**src/inc/irq_ctrl_params.svh**
```systemverilog
// constants for the three-source interrupt controller
`ifndef IRQ_CTRL_PARAMS_SVH
`define IRQ_CTRL_PARAMS_SVH
`define IRQ_CTRL_ADDR       7'h0B
`define IRQ_CTRL_RESET      8'h00
`define BIT_GLOBAL_EN       0
`define BIT_EXT_EN          1
`define BIT_TIMER_EN        2
`define BIT_CONV_EN         3
`define BIT_EXT_FLAG        4
`define BIT_TIMER_FLAG      5
`define BIT_CONV_FLAG       6
`define BIT_TEST            7
`define VEC_EXT             12'h004
`define VEC_TIMER           12'h008
`define VEC_CONV            12'h00C
`endif

```
**src/inc/irq_ctrl_pkg.sv**
```systemverilog
// types for the three-source interrupt controller
package irq_ctrl_pkg;
  typedef struct packed {
    logic       wr;
    logic       rd;
    logic [6:0] addr;
    logic [7:0] wdata;
  } reg_req_t;

  typedef struct packed {
    logic        valid;
    logic [11:0] vector;
  } irq_call_t;
endpackage

```
**src/design/irq_sync.sv**
```systemverilog
// two-flop synchroniser with falling-edge detect
`timescale 1ns/1ps
module irq_sync (
  // clock and reset
  input  wire logic ref_clk,
  input  wire logic reset,
  // pin in, edge out
  input  wire logic pin_n,
  output logic      fall_ff
);
  logic meta_ff, sync_ff, last_ff;
  logic nxt_meta, nxt_sync, nxt_last, nxt_fall;

  // next-state: only sync_ff reads meta_ff
  always_comb begin
    nxt_meta = pin_n;
    nxt_sync = meta_ff;
    nxt_last = sync_ff;
    nxt_fall = last_ff & ~sync_ff;
  end

  // registers; pin idles high
  always_ff @(posedge ref_clk) begin
    if (reset) begin
      meta_ff <= 1'b1;
      sync_ff <= 1'b1;
      last_ff <= 1'b1;
      fall_ff <= 1'b0;
    end else begin
      meta_ff <= nxt_meta;
      sync_ff <= nxt_sync;
      last_ff <= nxt_last;
      fall_ff <= nxt_fall;
    end
  end
endmodule // irq_sync

```
**src/design/irq_ctrl.sv**
```systemverilog
// three-source interrupt controller with control register
`timescale 1ns/1ps
`include "irq_ctrl_params.svh"
module irq_ctrl
  import irq_ctrl_pkg::*;
(
  // clock and reset
  input  wire logic      ref_clk,
  input  wire logic      reset,
  // data-memory register port
  input  wire reg_req_t  reg_req,
  output logic [7:0]     rdata_ff,
  // event sources
  input  wire logic      ext_irq_n,
  input  wire logic      timer_ovf,
  input  wire logic      conv_done,
  // sequencer side
  input  wire logic      late_phase_tick,
  input  wire logic      stack_full,
  input  wire logic      return_with_enable,
  output irq_call_t      call_ff,
  output logic           wake_ff
);
  // ************************************************************
  // external pin synchroniser
  // ************************************************************
  logic ext_fall;

  irq_sync u_sync (
    .ref_clk (ref_clk),
    .reset   (reset),
    .pin_n   (ext_irq_n),
    .fall_ff (ext_fall)
  );

  // ************************************************************
  // control register and arbitration
  // ************************************************************
  logic [7:0] ctrl_ff, nxt_ctrl;
  logic [7:0] nxt_rdata;
  irq_call_t  nxt_call;
  logic       nxt_wake;
  logic       wr_hit, rd_hit;
  logic [2:0] pend;
  logic [2:0] raw_pend;

  assign wr_hit = reg_req.wr && (reg_req.addr == `IRQ_CTRL_ADDR);
  assign rd_hit = reg_req.rd && (reg_req.addr == `IRQ_CTRL_ADDR);

  // flags already set, gated by their enables
  assign raw_pend = ctrl_ff[`BIT_CONV_FLAG:`BIT_EXT_FLAG]
                  & ctrl_ff[`BIT_CONV_EN:`BIT_EXT_EN];

  // global gate and stack gate
  assign pend = raw_pend & {3{ctrl_ff[`BIT_GLOBAL_EN]}}
              & {3{~stack_full}};

  // next-state of register, call and wake
  always_comb begin
    nxt_ctrl = ctrl_ff;
    nxt_call = '0;
    nxt_wake = 1'b0;
    // software write; bit 7 kept zero
    if (wr_hit) begin
      nxt_ctrl = {1'b0, reg_req.wdata[6:0]};
    end
    // return with enable sets global, plain return does nothing
    if (return_with_enable) begin
      nxt_ctrl[`BIT_GLOBAL_EN] = 1'b1;
    end
    // acknowledge only at a late-phase tick, fixed priority
    if (late_phase_tick) begin
      if (pend[0]) begin
        nxt_call = '{valid: 1'b1, vector: `VEC_EXT};
        nxt_ctrl[`BIT_EXT_FLAG]  = 1'b0;
        nxt_ctrl[`BIT_GLOBAL_EN] = 1'b0;
      end else if (pend[1]) begin
        nxt_call = '{valid: 1'b1, vector: `VEC_TIMER};
        nxt_ctrl[`BIT_TIMER_FLAG] = 1'b0;
        nxt_ctrl[`BIT_GLOBAL_EN]  = 1'b0;
      end else if (pend[2]) begin
        nxt_call = '{valid: 1'b1, vector: `VEC_CONV};
        nxt_ctrl[`BIT_CONV_FLAG]  = 1'b0;
        nxt_ctrl[`BIT_GLOBAL_EN]  = 1'b0;
      end
    end
    // hardware sets win over any clear
    if (ext_fall) begin
      nxt_ctrl[`BIT_EXT_FLAG] = 1'b1;
    end
    if (timer_ovf) begin
      nxt_ctrl[`BIT_TIMER_FLAG] = 1'b1;
    end
    if (conv_done) begin
      nxt_ctrl[`BIT_CONV_FLAG] = 1'b1;
    end
    // any event wakes the halted core
    nxt_wake = ext_fall | timer_ovf | conv_done;
    nxt_rdata = rd_hit ? ctrl_ff : 8'h00;
  end

  // registers
  always_ff @(posedge ref_clk) begin
    if (reset) begin
      ctrl_ff  <= `IRQ_CTRL_RESET;
      rdata_ff <= 8'h00;
      call_ff  <= '0;
      wake_ff  <= 1'b0;
    end else begin
      ctrl_ff  <= nxt_ctrl;
      rdata_ff <= nxt_rdata;
      call_ff  <= nxt_call;
      wake_ff  <= nxt_wake;
    end
  end
endmodule // irq_ctrl

```
**config.mk**
```make
export PLATFORM = sky130hd
export DESIGN_NAME = irq_ctrl
export DESIGN_NICKNAME = d
export VERILOG_FILES = /design/src/inc/irq_ctrl_pkg.sv /design/src/design/irq_sync.sv /design/src/design/irq_ctrl.sv
export VERILOG_INCLUDE_DIRS = /design/src /design/src/inc
export SDC_FILE = /design/constraint.sdc
export NUM_CORES = 1
export LEC_CHECK = 0
export BUFFER_PORTS_ARGS = -buffer_cell sky130_fd_sc_hd__buf_2
export CAP_MARGIN = 5
export CORE_ASPECT_RATIO = 1.5
export CORE_MARGIN = 2
export CORE_UTILIZATION = 39
export DETAILED_ROUTE_END_ITERATION = 8
export GPL_TIMING_DRIVEN = 0
export PLACE_DENSITY = 0.75
export SKIP_CTS_REPAIR_TIMING = 1
export SLEW_MARGIN = 20
export SYNTH_ARGS = -nofsm -noshare
export SYNTH_HDL_FRONTEND = slang
export SYNTH_SLANG_ARGS = --single-unit
export TNS_END_PERCENT = 10
```
**constraint.sdc**
```tcl
create_clock -name ref_clk -period 1.2 [get_ports ref_clk]
set_input_delay 0.06 -clock ref_clk [delete_from_list [all_inputs] [get_ports ref_clk]]
set_output_delay 0.06 -clock ref_clk [all_outputs]
set_load 0.02 [all_outputs]
```
==> results of run 1 <==
through the flow:
step	power (uW)	util
after floorplan	870.8	-
after global placement	927.1	0.5216
after detailed placement	930.1	0.5216
after CTS	1239	0.5317
after global routing	1287	0.5395
final	1237	0.5395
per-layer routing:
layer / global-route usage / up-vias
met2: 0.2426 / 35
met4: 0.1023 / 0
li1: - / 421
met3: 0.01130 / 5
met1: 0.1487 / 386
met5: 0 / -
worst max-delay path by stage:
stage	slack, ps	cells after the start	startpoint	to
2_1_floorplan	-100	3	reg_req[13]	ctrl_ff[6]$_SDFF_PP0_
3_5_place_dp	-370	4	reg_req[13]	ctrl_ff[0]$_SDFF_PP0_
6_report	40	4	reg_req[13]	ctrl_ff[4]$_SDFF_PP0_
4_1_cts	-50	4	reg_req[13]	ctrl_ff[0]$_SDFF_PP0_
5_1_grt	10	3	ctrl_ff[6]$_SDFF_PP0_	ctrl_ff[0]$_SDFF_PP0_
3_3_place_gp	-330	4	reg_req[13]	rdata_ff[2]$_SDFF_PP0_
Yosys cell counts (all sizes together), types with 3 or more instances:
cell | number | area [um2]
inv | 3 | 11.26
o21ai | 4 | 20.02
or2 | 3 | 18.77
nor2 | 5 | 18.77
dfxtp | 22 | 440.4
a21oi | 5 | 25.02
and2 | 8 | 50.05
and4b | 3 | 30.03
nand3 | 4 | 20.02
buf | 11 | 82.58
worst reg2reg max path, stage by stage, from the launching register on:
cell	delay [ps]
dfxtp_1	350
a22o_1	250
o211a_1	200
a311oi_1	240
placed cells by master (no fill, tap or decap), types with 3 or more instances in the layout:
| master | n |
|---|---|
| clkbuf_4 | 3 |
| and4b_1 | 3 |
| nand3_1 | 4 |
| and2_1 | 8 |
| dfxtp_1 | 21 |
| nor2_1 | 5 |
| a21oi_1 | 5 |
| or2_2 | 3 |
| inv_1 | 3 |
| conb_1 | 11 |
| o21ai_0 | 4 |
| buf_2 | 34 |
| buf_4 | 11 |
flip-flops by register name, indices dropped and copies added, names as in the netlist:
register,cells
u_sync.last_ff,1
wake_ff,1
u_sync.nxt_last,1
rdata_ff,7
u_sync.meta_ff,1
ctrl_ff,7
call_ff,3
u_sync.fall_ff,1
where the power goes:
part,leakage [uW],switching (uW),internal [uW]
sequential,0.000180,12.0,746
clock,0.0000138,199,117
combinational,0.000417,83.3,78.5
total,0.000611,295,942
cells by family (layout without fill, tap and decap cells):
family,after synthesis,after routing,share of synthesized area
AO/OA/AOI/OAI,19,19,0.1429
buffers and inverters,15,53,0.1051
flip-flops,22,22,0.4744
other,1,11,0.004039
AND/OR/NAND/NOR,39,39,0.2736
area by class of cell:
type | count | area (um2) | share of cell area
Clock buffer | 3 | 22.52 | 0.01869
Tap cell | 23 | 28.78 | 0.02388
Multi-Input combinational cell | 69 | 434.2 | 0.3603
Inverter | 3 | 11.26 | 0.009346
Buffer | 12 | 86.33 | 0.07165
Timing Repair Buffer | 35 | 180.2 | 0.1495
Sequential cell | 22 | 441.7 | 0.3666
==> out/results.ini, run 1 <==
[synth]
ys_ff_latch = 22
async_reset_ff_frac = 0
syn_area_um2 = 928.4
avgSynthCellArea_um2 = 9.671
ys_seq_area_frac = 0.4744
netlist_instances = 96
synth_edf_count = 0
synth-main-ff-cell = dfxtp_1
yosys_warnings = 0
synth_cell_type_count = 31

[timing]
finalSetupViolCount = 0
timing.final.ws_setup_ps = 38.33
period_share = 0.9681
drv_slew = 0
min_period_ps = 1162
max-slew-margin-rel = 0.6442
whs_ps = 1.260
fin_worst_skew_ps = 2.297
tightest_slew_ps = 532.3
rsz0062_at_grt = false
hold_viol = 0
max_freq_mhz = 860.8
setup_tns_ps = 0

[run_status]
status = completed

[drt]
first_pass_iters = 4
top_layer = met4
wl_met2_mm = 1.017
routed_wl_mm = 1.937
drcViolationCount = 0
dr.first_iter.drc_count = 13
ant_nets = 0
wl_per_cell_um = 11.60
vias = 847
wl_met3_um = 119
wl_met1_um = 739
via_per_inst = 5.072

[global_route]
track_usage = 0.1394
grt_overflow_total = 0
first_global_vias = 711
grt_max_degree = 12
grt_pass1_wl_mm = 2.932
antenna_found_initial = 0

[clock_network]
cts-buffers-inserted = 3
cts_tree = yes
htree_levels = 1
clock-root-buffer = clkbuf_4
clockBufferDepth = 2
clk_pin_slew_ps = 110
clkLatencyLatePin_ps = 300
cts_num_sinks = 22

[floorplanning]
initial_core_util = 0.4157
placementRows = 21
fp.dieH_um = 63.76
core-area_um2 = 2233
io_pins = 47
die_w_um = 43.84
die_area_um2 = 2795

[layout]
drive_above_1_share = 0.3750
area_growth_pct = 29.78
nFillCells = 214
final_area_um2 = 1205
fin_nets = 171
final_cells = 167
diodes = 0

[worst_setup_path]
reg2regPathDepth = 3
r2r_slack_ps = 80
path_buf_inv = 1
crit_path_end_kind = register
cp-start-kind = input pin
r2r_end = ctrl_ff[0]$_SDFF_PP0_
worst-setup-path-type = in -> reg
cp_slowest_cell = or4b_4
slowest_delay_ps = 580
crit_chain = buf_2, or4b_4, or4_1, o311a_1
r2r_start = ctrl_ff[6]$_SDFF_PP0_
required_ps = 1400
worst_ep_arrival_time_ps = 1360
critPathTopFamily = simple AND/OR/NAND/NOR gates
cp_max_fo = 7

[placement]
numPortBuffers = 34
dpl.hpwl_mm = 1.575
gp_congestion = 0.7607
dp_slack_ps = -370.2
placedInstanceArea_um2 = 1165
placed_cells = 163

[power_and_ir_drop]
ir_worst_vdd_mv = 0.5421
leakagePower_uw = 0.0006108
power.density_nw_per_um2 = 1026

[hold_path]
min_path_type = in -> reg
holdPathStages = 3
min_from = reg_req[3]
worstHoldEndpoint = ctrl_ff[3]$_SDFFE_PP0N_

[run]
maxCapViolCount = 0

Note: power is estimated with default switching activity, not from simulation.
==> run 2: changes to the inputs <==
--- a/config.mk
+++ b/config.mk
@@ -8,11 +8,9 @@
 export LEC_CHECK = 0
 export BUFFER_PORTS_ARGS = -buffer_cell sky130_fd_sc_hd__buf_2
 export CAP_MARGIN = 5
-export CORE_ASPECT_RATIO = 1.5
 export CORE_MARGIN = 2
 export CORE_UTILIZATION = 39
 export DETAILED_ROUTE_END_ITERATION = 8
-export GPL_TIMING_DRIVEN = 0
 export PLACE_DENSITY = 0.75
 export SKIP_CTS_REPAIR_TIMING = 1
 export SLEW_MARGIN = 20
==> run 2 against run 1 <==
The flow now finishes with violations (hold timing). Global-route usage is 1.5 points higher. Cell area is 4.7% lower. Cell count is 1.8% lower. Routed wire length is 2.3% lower. Sequential power hardly changed. Core utilization is 2.5 points lower. Critical path type unchanged.
==> out/results.ini, run 2 (synthesis gave the netlist of run 1 again) <==
[run_status]
violations = hold timing
status = finished, violations left

[drt]
first_pass_iters = 4  ; unchanged
vias = 820  ; -3.2%
via_per_inst = 5.000  ; -1.4%
dr.first_iter.drc_count = 8  ; -5
wl_per_cell_um = 11.54  ; -0.54%
ant_nets = 0  ; unchanged
routed_wl_mm = 1.892  ; -2.3%
drcViolationCount = 0  ; unchanged

[clock_network]
cts-buffers-inserted = 3  ; unchanged
cts_num_sinks = 22  ; unchanged
clockBufferDepth = 2  ; unchanged
htree_levels = 1  ; unchanged
clock-root-buffer = clkbuf_4
clkLatencyLatePin_ps = 300  ; about the same
cts_tree = yes
clk_pin_slew_ps = 110  ; about the same

[timing]
max_freq_mhz = 879.0  ; +2.1%
period_share = 0.9481  ; -0.01998
setup_tns_ps = 0  ; unchanged
hold_viol = 2  ; +2
fin_worst_skew_ps = 4.684  ; +2.387 ps
finalSetupViolCount = 0  ; unchanged
drv_slew = 0  ; unchanged
min_period_ps = 1138  ; -23.98 ps
rsz0062_at_grt = false
timing.final.ws_setup_ps = 62.31  ; +23.98 ps
whs_ps = -5.438  ; -6.698 ps

[worst_setup_path]
cp-start-kind = input pin
slowest_delay_ps = 530  ; -50 ps
cp_max_fo = 3  ; -4
worst_ep_arrival_time_ps = 1330  ; -30 ps
critPathTopFamily = simple AND/OR/NAND/NOR gates
crit_path_end_kind = register
worst-setup-path-type = in -> reg
reg2regPathDepth = 3  ; unchanged
cp_slowest_cell = or4b_4
r2r_start = ctrl_ff[0]$_SDFF_PP0_
crit_chain = buf_2, or4b_4, or4_1, o311a_1
required_ps = 1390  ; about the same
r2r_end = ctrl_ff[5]$_SDFF_PP0_
r2r_slack_ps = 70  ; about the same
path_buf_inv = 1  ; unchanged

[floorplanning]
initial_core_util = 0.4157  ; unchanged
placementRows = 17  ; -19%
io_pins = 47  ; unchanged
die_area_um2 = 2787  ; -0.28%
die_w_um = 52.79  ; +20%
core-area_um2 = 2233  ; unchanged
fp.dieH_um = 52.79  ; -17%

[global_route]
use_met2 = 0.2604  ; +0.01777
use_met3 = 0.03429  ; +0.02299
first_global_vias = 729  ; +2.5%
grt_util_met1 = 0.1646  ; +0.01595
track_usage = 0.1544  ; +0.01505
antenna_found_initial = 0  ; unchanged
grt_busiest_layer = met2
grt_pass1_wl_mm = 3.015  ; +2.8%
grt_max_degree = 14  ; +2
grt_overflow_total = 0  ; unchanged

[hold_path]
holdPathStages = 3  ; unchanged
min_from = return_with_enable
worstHoldEndpoint = ctrl_ff[0]$_SDFF_PP0_
min_path_type = in -> reg

[layout]
final_common_cell = buf_2
fin_nets = 163  ; -4.7%
area_growth_pct = 23.72
final_cell_mix = 34 x buf_2, 21 x dfxtp_1, 11 x conb_1
final_cells = 164  ; -1.8%
drive_above_1_share = 0.3382  ; -0.03676
diodes = 0  ; unchanged
reg.largest.list = ctrl_ff (7), rdata_ff (7), call_ff (3)

[placement]
gp_congestion = 0.8439  ; +11%
dpl.hpwl_mm = 1.517  ; -3.6%
numPortBuffers = 34  ; unchanged
placed_cells = 160  ; -1.8%
dp_slack_ps = -255.0  ; +115.2 ps

[power_and_ir_drop]
ir_worst_vdd_mv = 0.5431  ; +0.17%
leakagePower_uw = 0.0005674  ; -7.1%
power.density_nw_per_um2 = 1051  ; +2.4%

[run]
maxCapViolCount = 0  ; unchanged

## run 2: metrics by stage
| step | util | total power [uW] | cell area, um2 |
|---|---|---|---|
| 2_1_floorplan | - | 870.8 | 965.9 |
| 3_3_place_gp | 0.4992 | 903.1 | 1115 |
| 3_5_place_dp | 0.4992 | 907.5 | 1115 |
| 4_1_cts | 0.5092 | 1219 | 1137 |
| 5_1_grt | 0.5143 | 1256 | 1149 |
| 6_report | 0.5143 | 1208 | 1149 |
## run 2: report_power, final
group	leakage (uW)	internal [uW]	switching, uW
combinational	0.000374	57.5	78.4
clock	0.0000138	117	197
sequential	0.000180	746	11.4
total	0.000567	921	287
## run 2: area by class of cell
type	count	area [um2]
Clock buffer	3	22.52
Fill cell	226	1085
Inverter	3	11.26
Multi-Input combinational cell	69	427.9
Sequential cell	22	441.7
Tap cell	28	35.03
Timing Repair Buffer	39	210.2
## run 2: worst max-delay path by stage
stage | from | endpoint | slack [ps] | cells after the start
finish | reg_req[13] | ctrl_ff[4]$_SDFF_PP0_ | 60 | 4
global route | ctrl_ff[0]$_SDFF_PP0_ | ctrl_ff[5]$_SDFF_PP0_ | 2 | 3
CTS | reg_req[13] | ctrl_ff[4]$_SDFF_PP0_ | 70 | 4
detailed placement | reg_req[13] | ctrl_ff[4]$_SDFF_PP0_ | -250 | 4
global placement | reg_req[13] | ctrl_ff[4]$_SDFF_PP0_ | -200 | 4
floorplan | reg_req[13] | ctrl_ff[6]$_SDFF_PP0_ | -100 | 3
## run 2: worst register-to-register path, stage by stage, from the launching register on
cell	delay, ps
dfxtp_1	400
nand4b_1	180
a41o_1	290
a211oi_1	170
## run 2: per-layer routing
metal	vias to the layer above	routed length, um
li1	406	-
met1	370	739
met2	39	956
met3	5	150
met4	0	45
met5	-	0
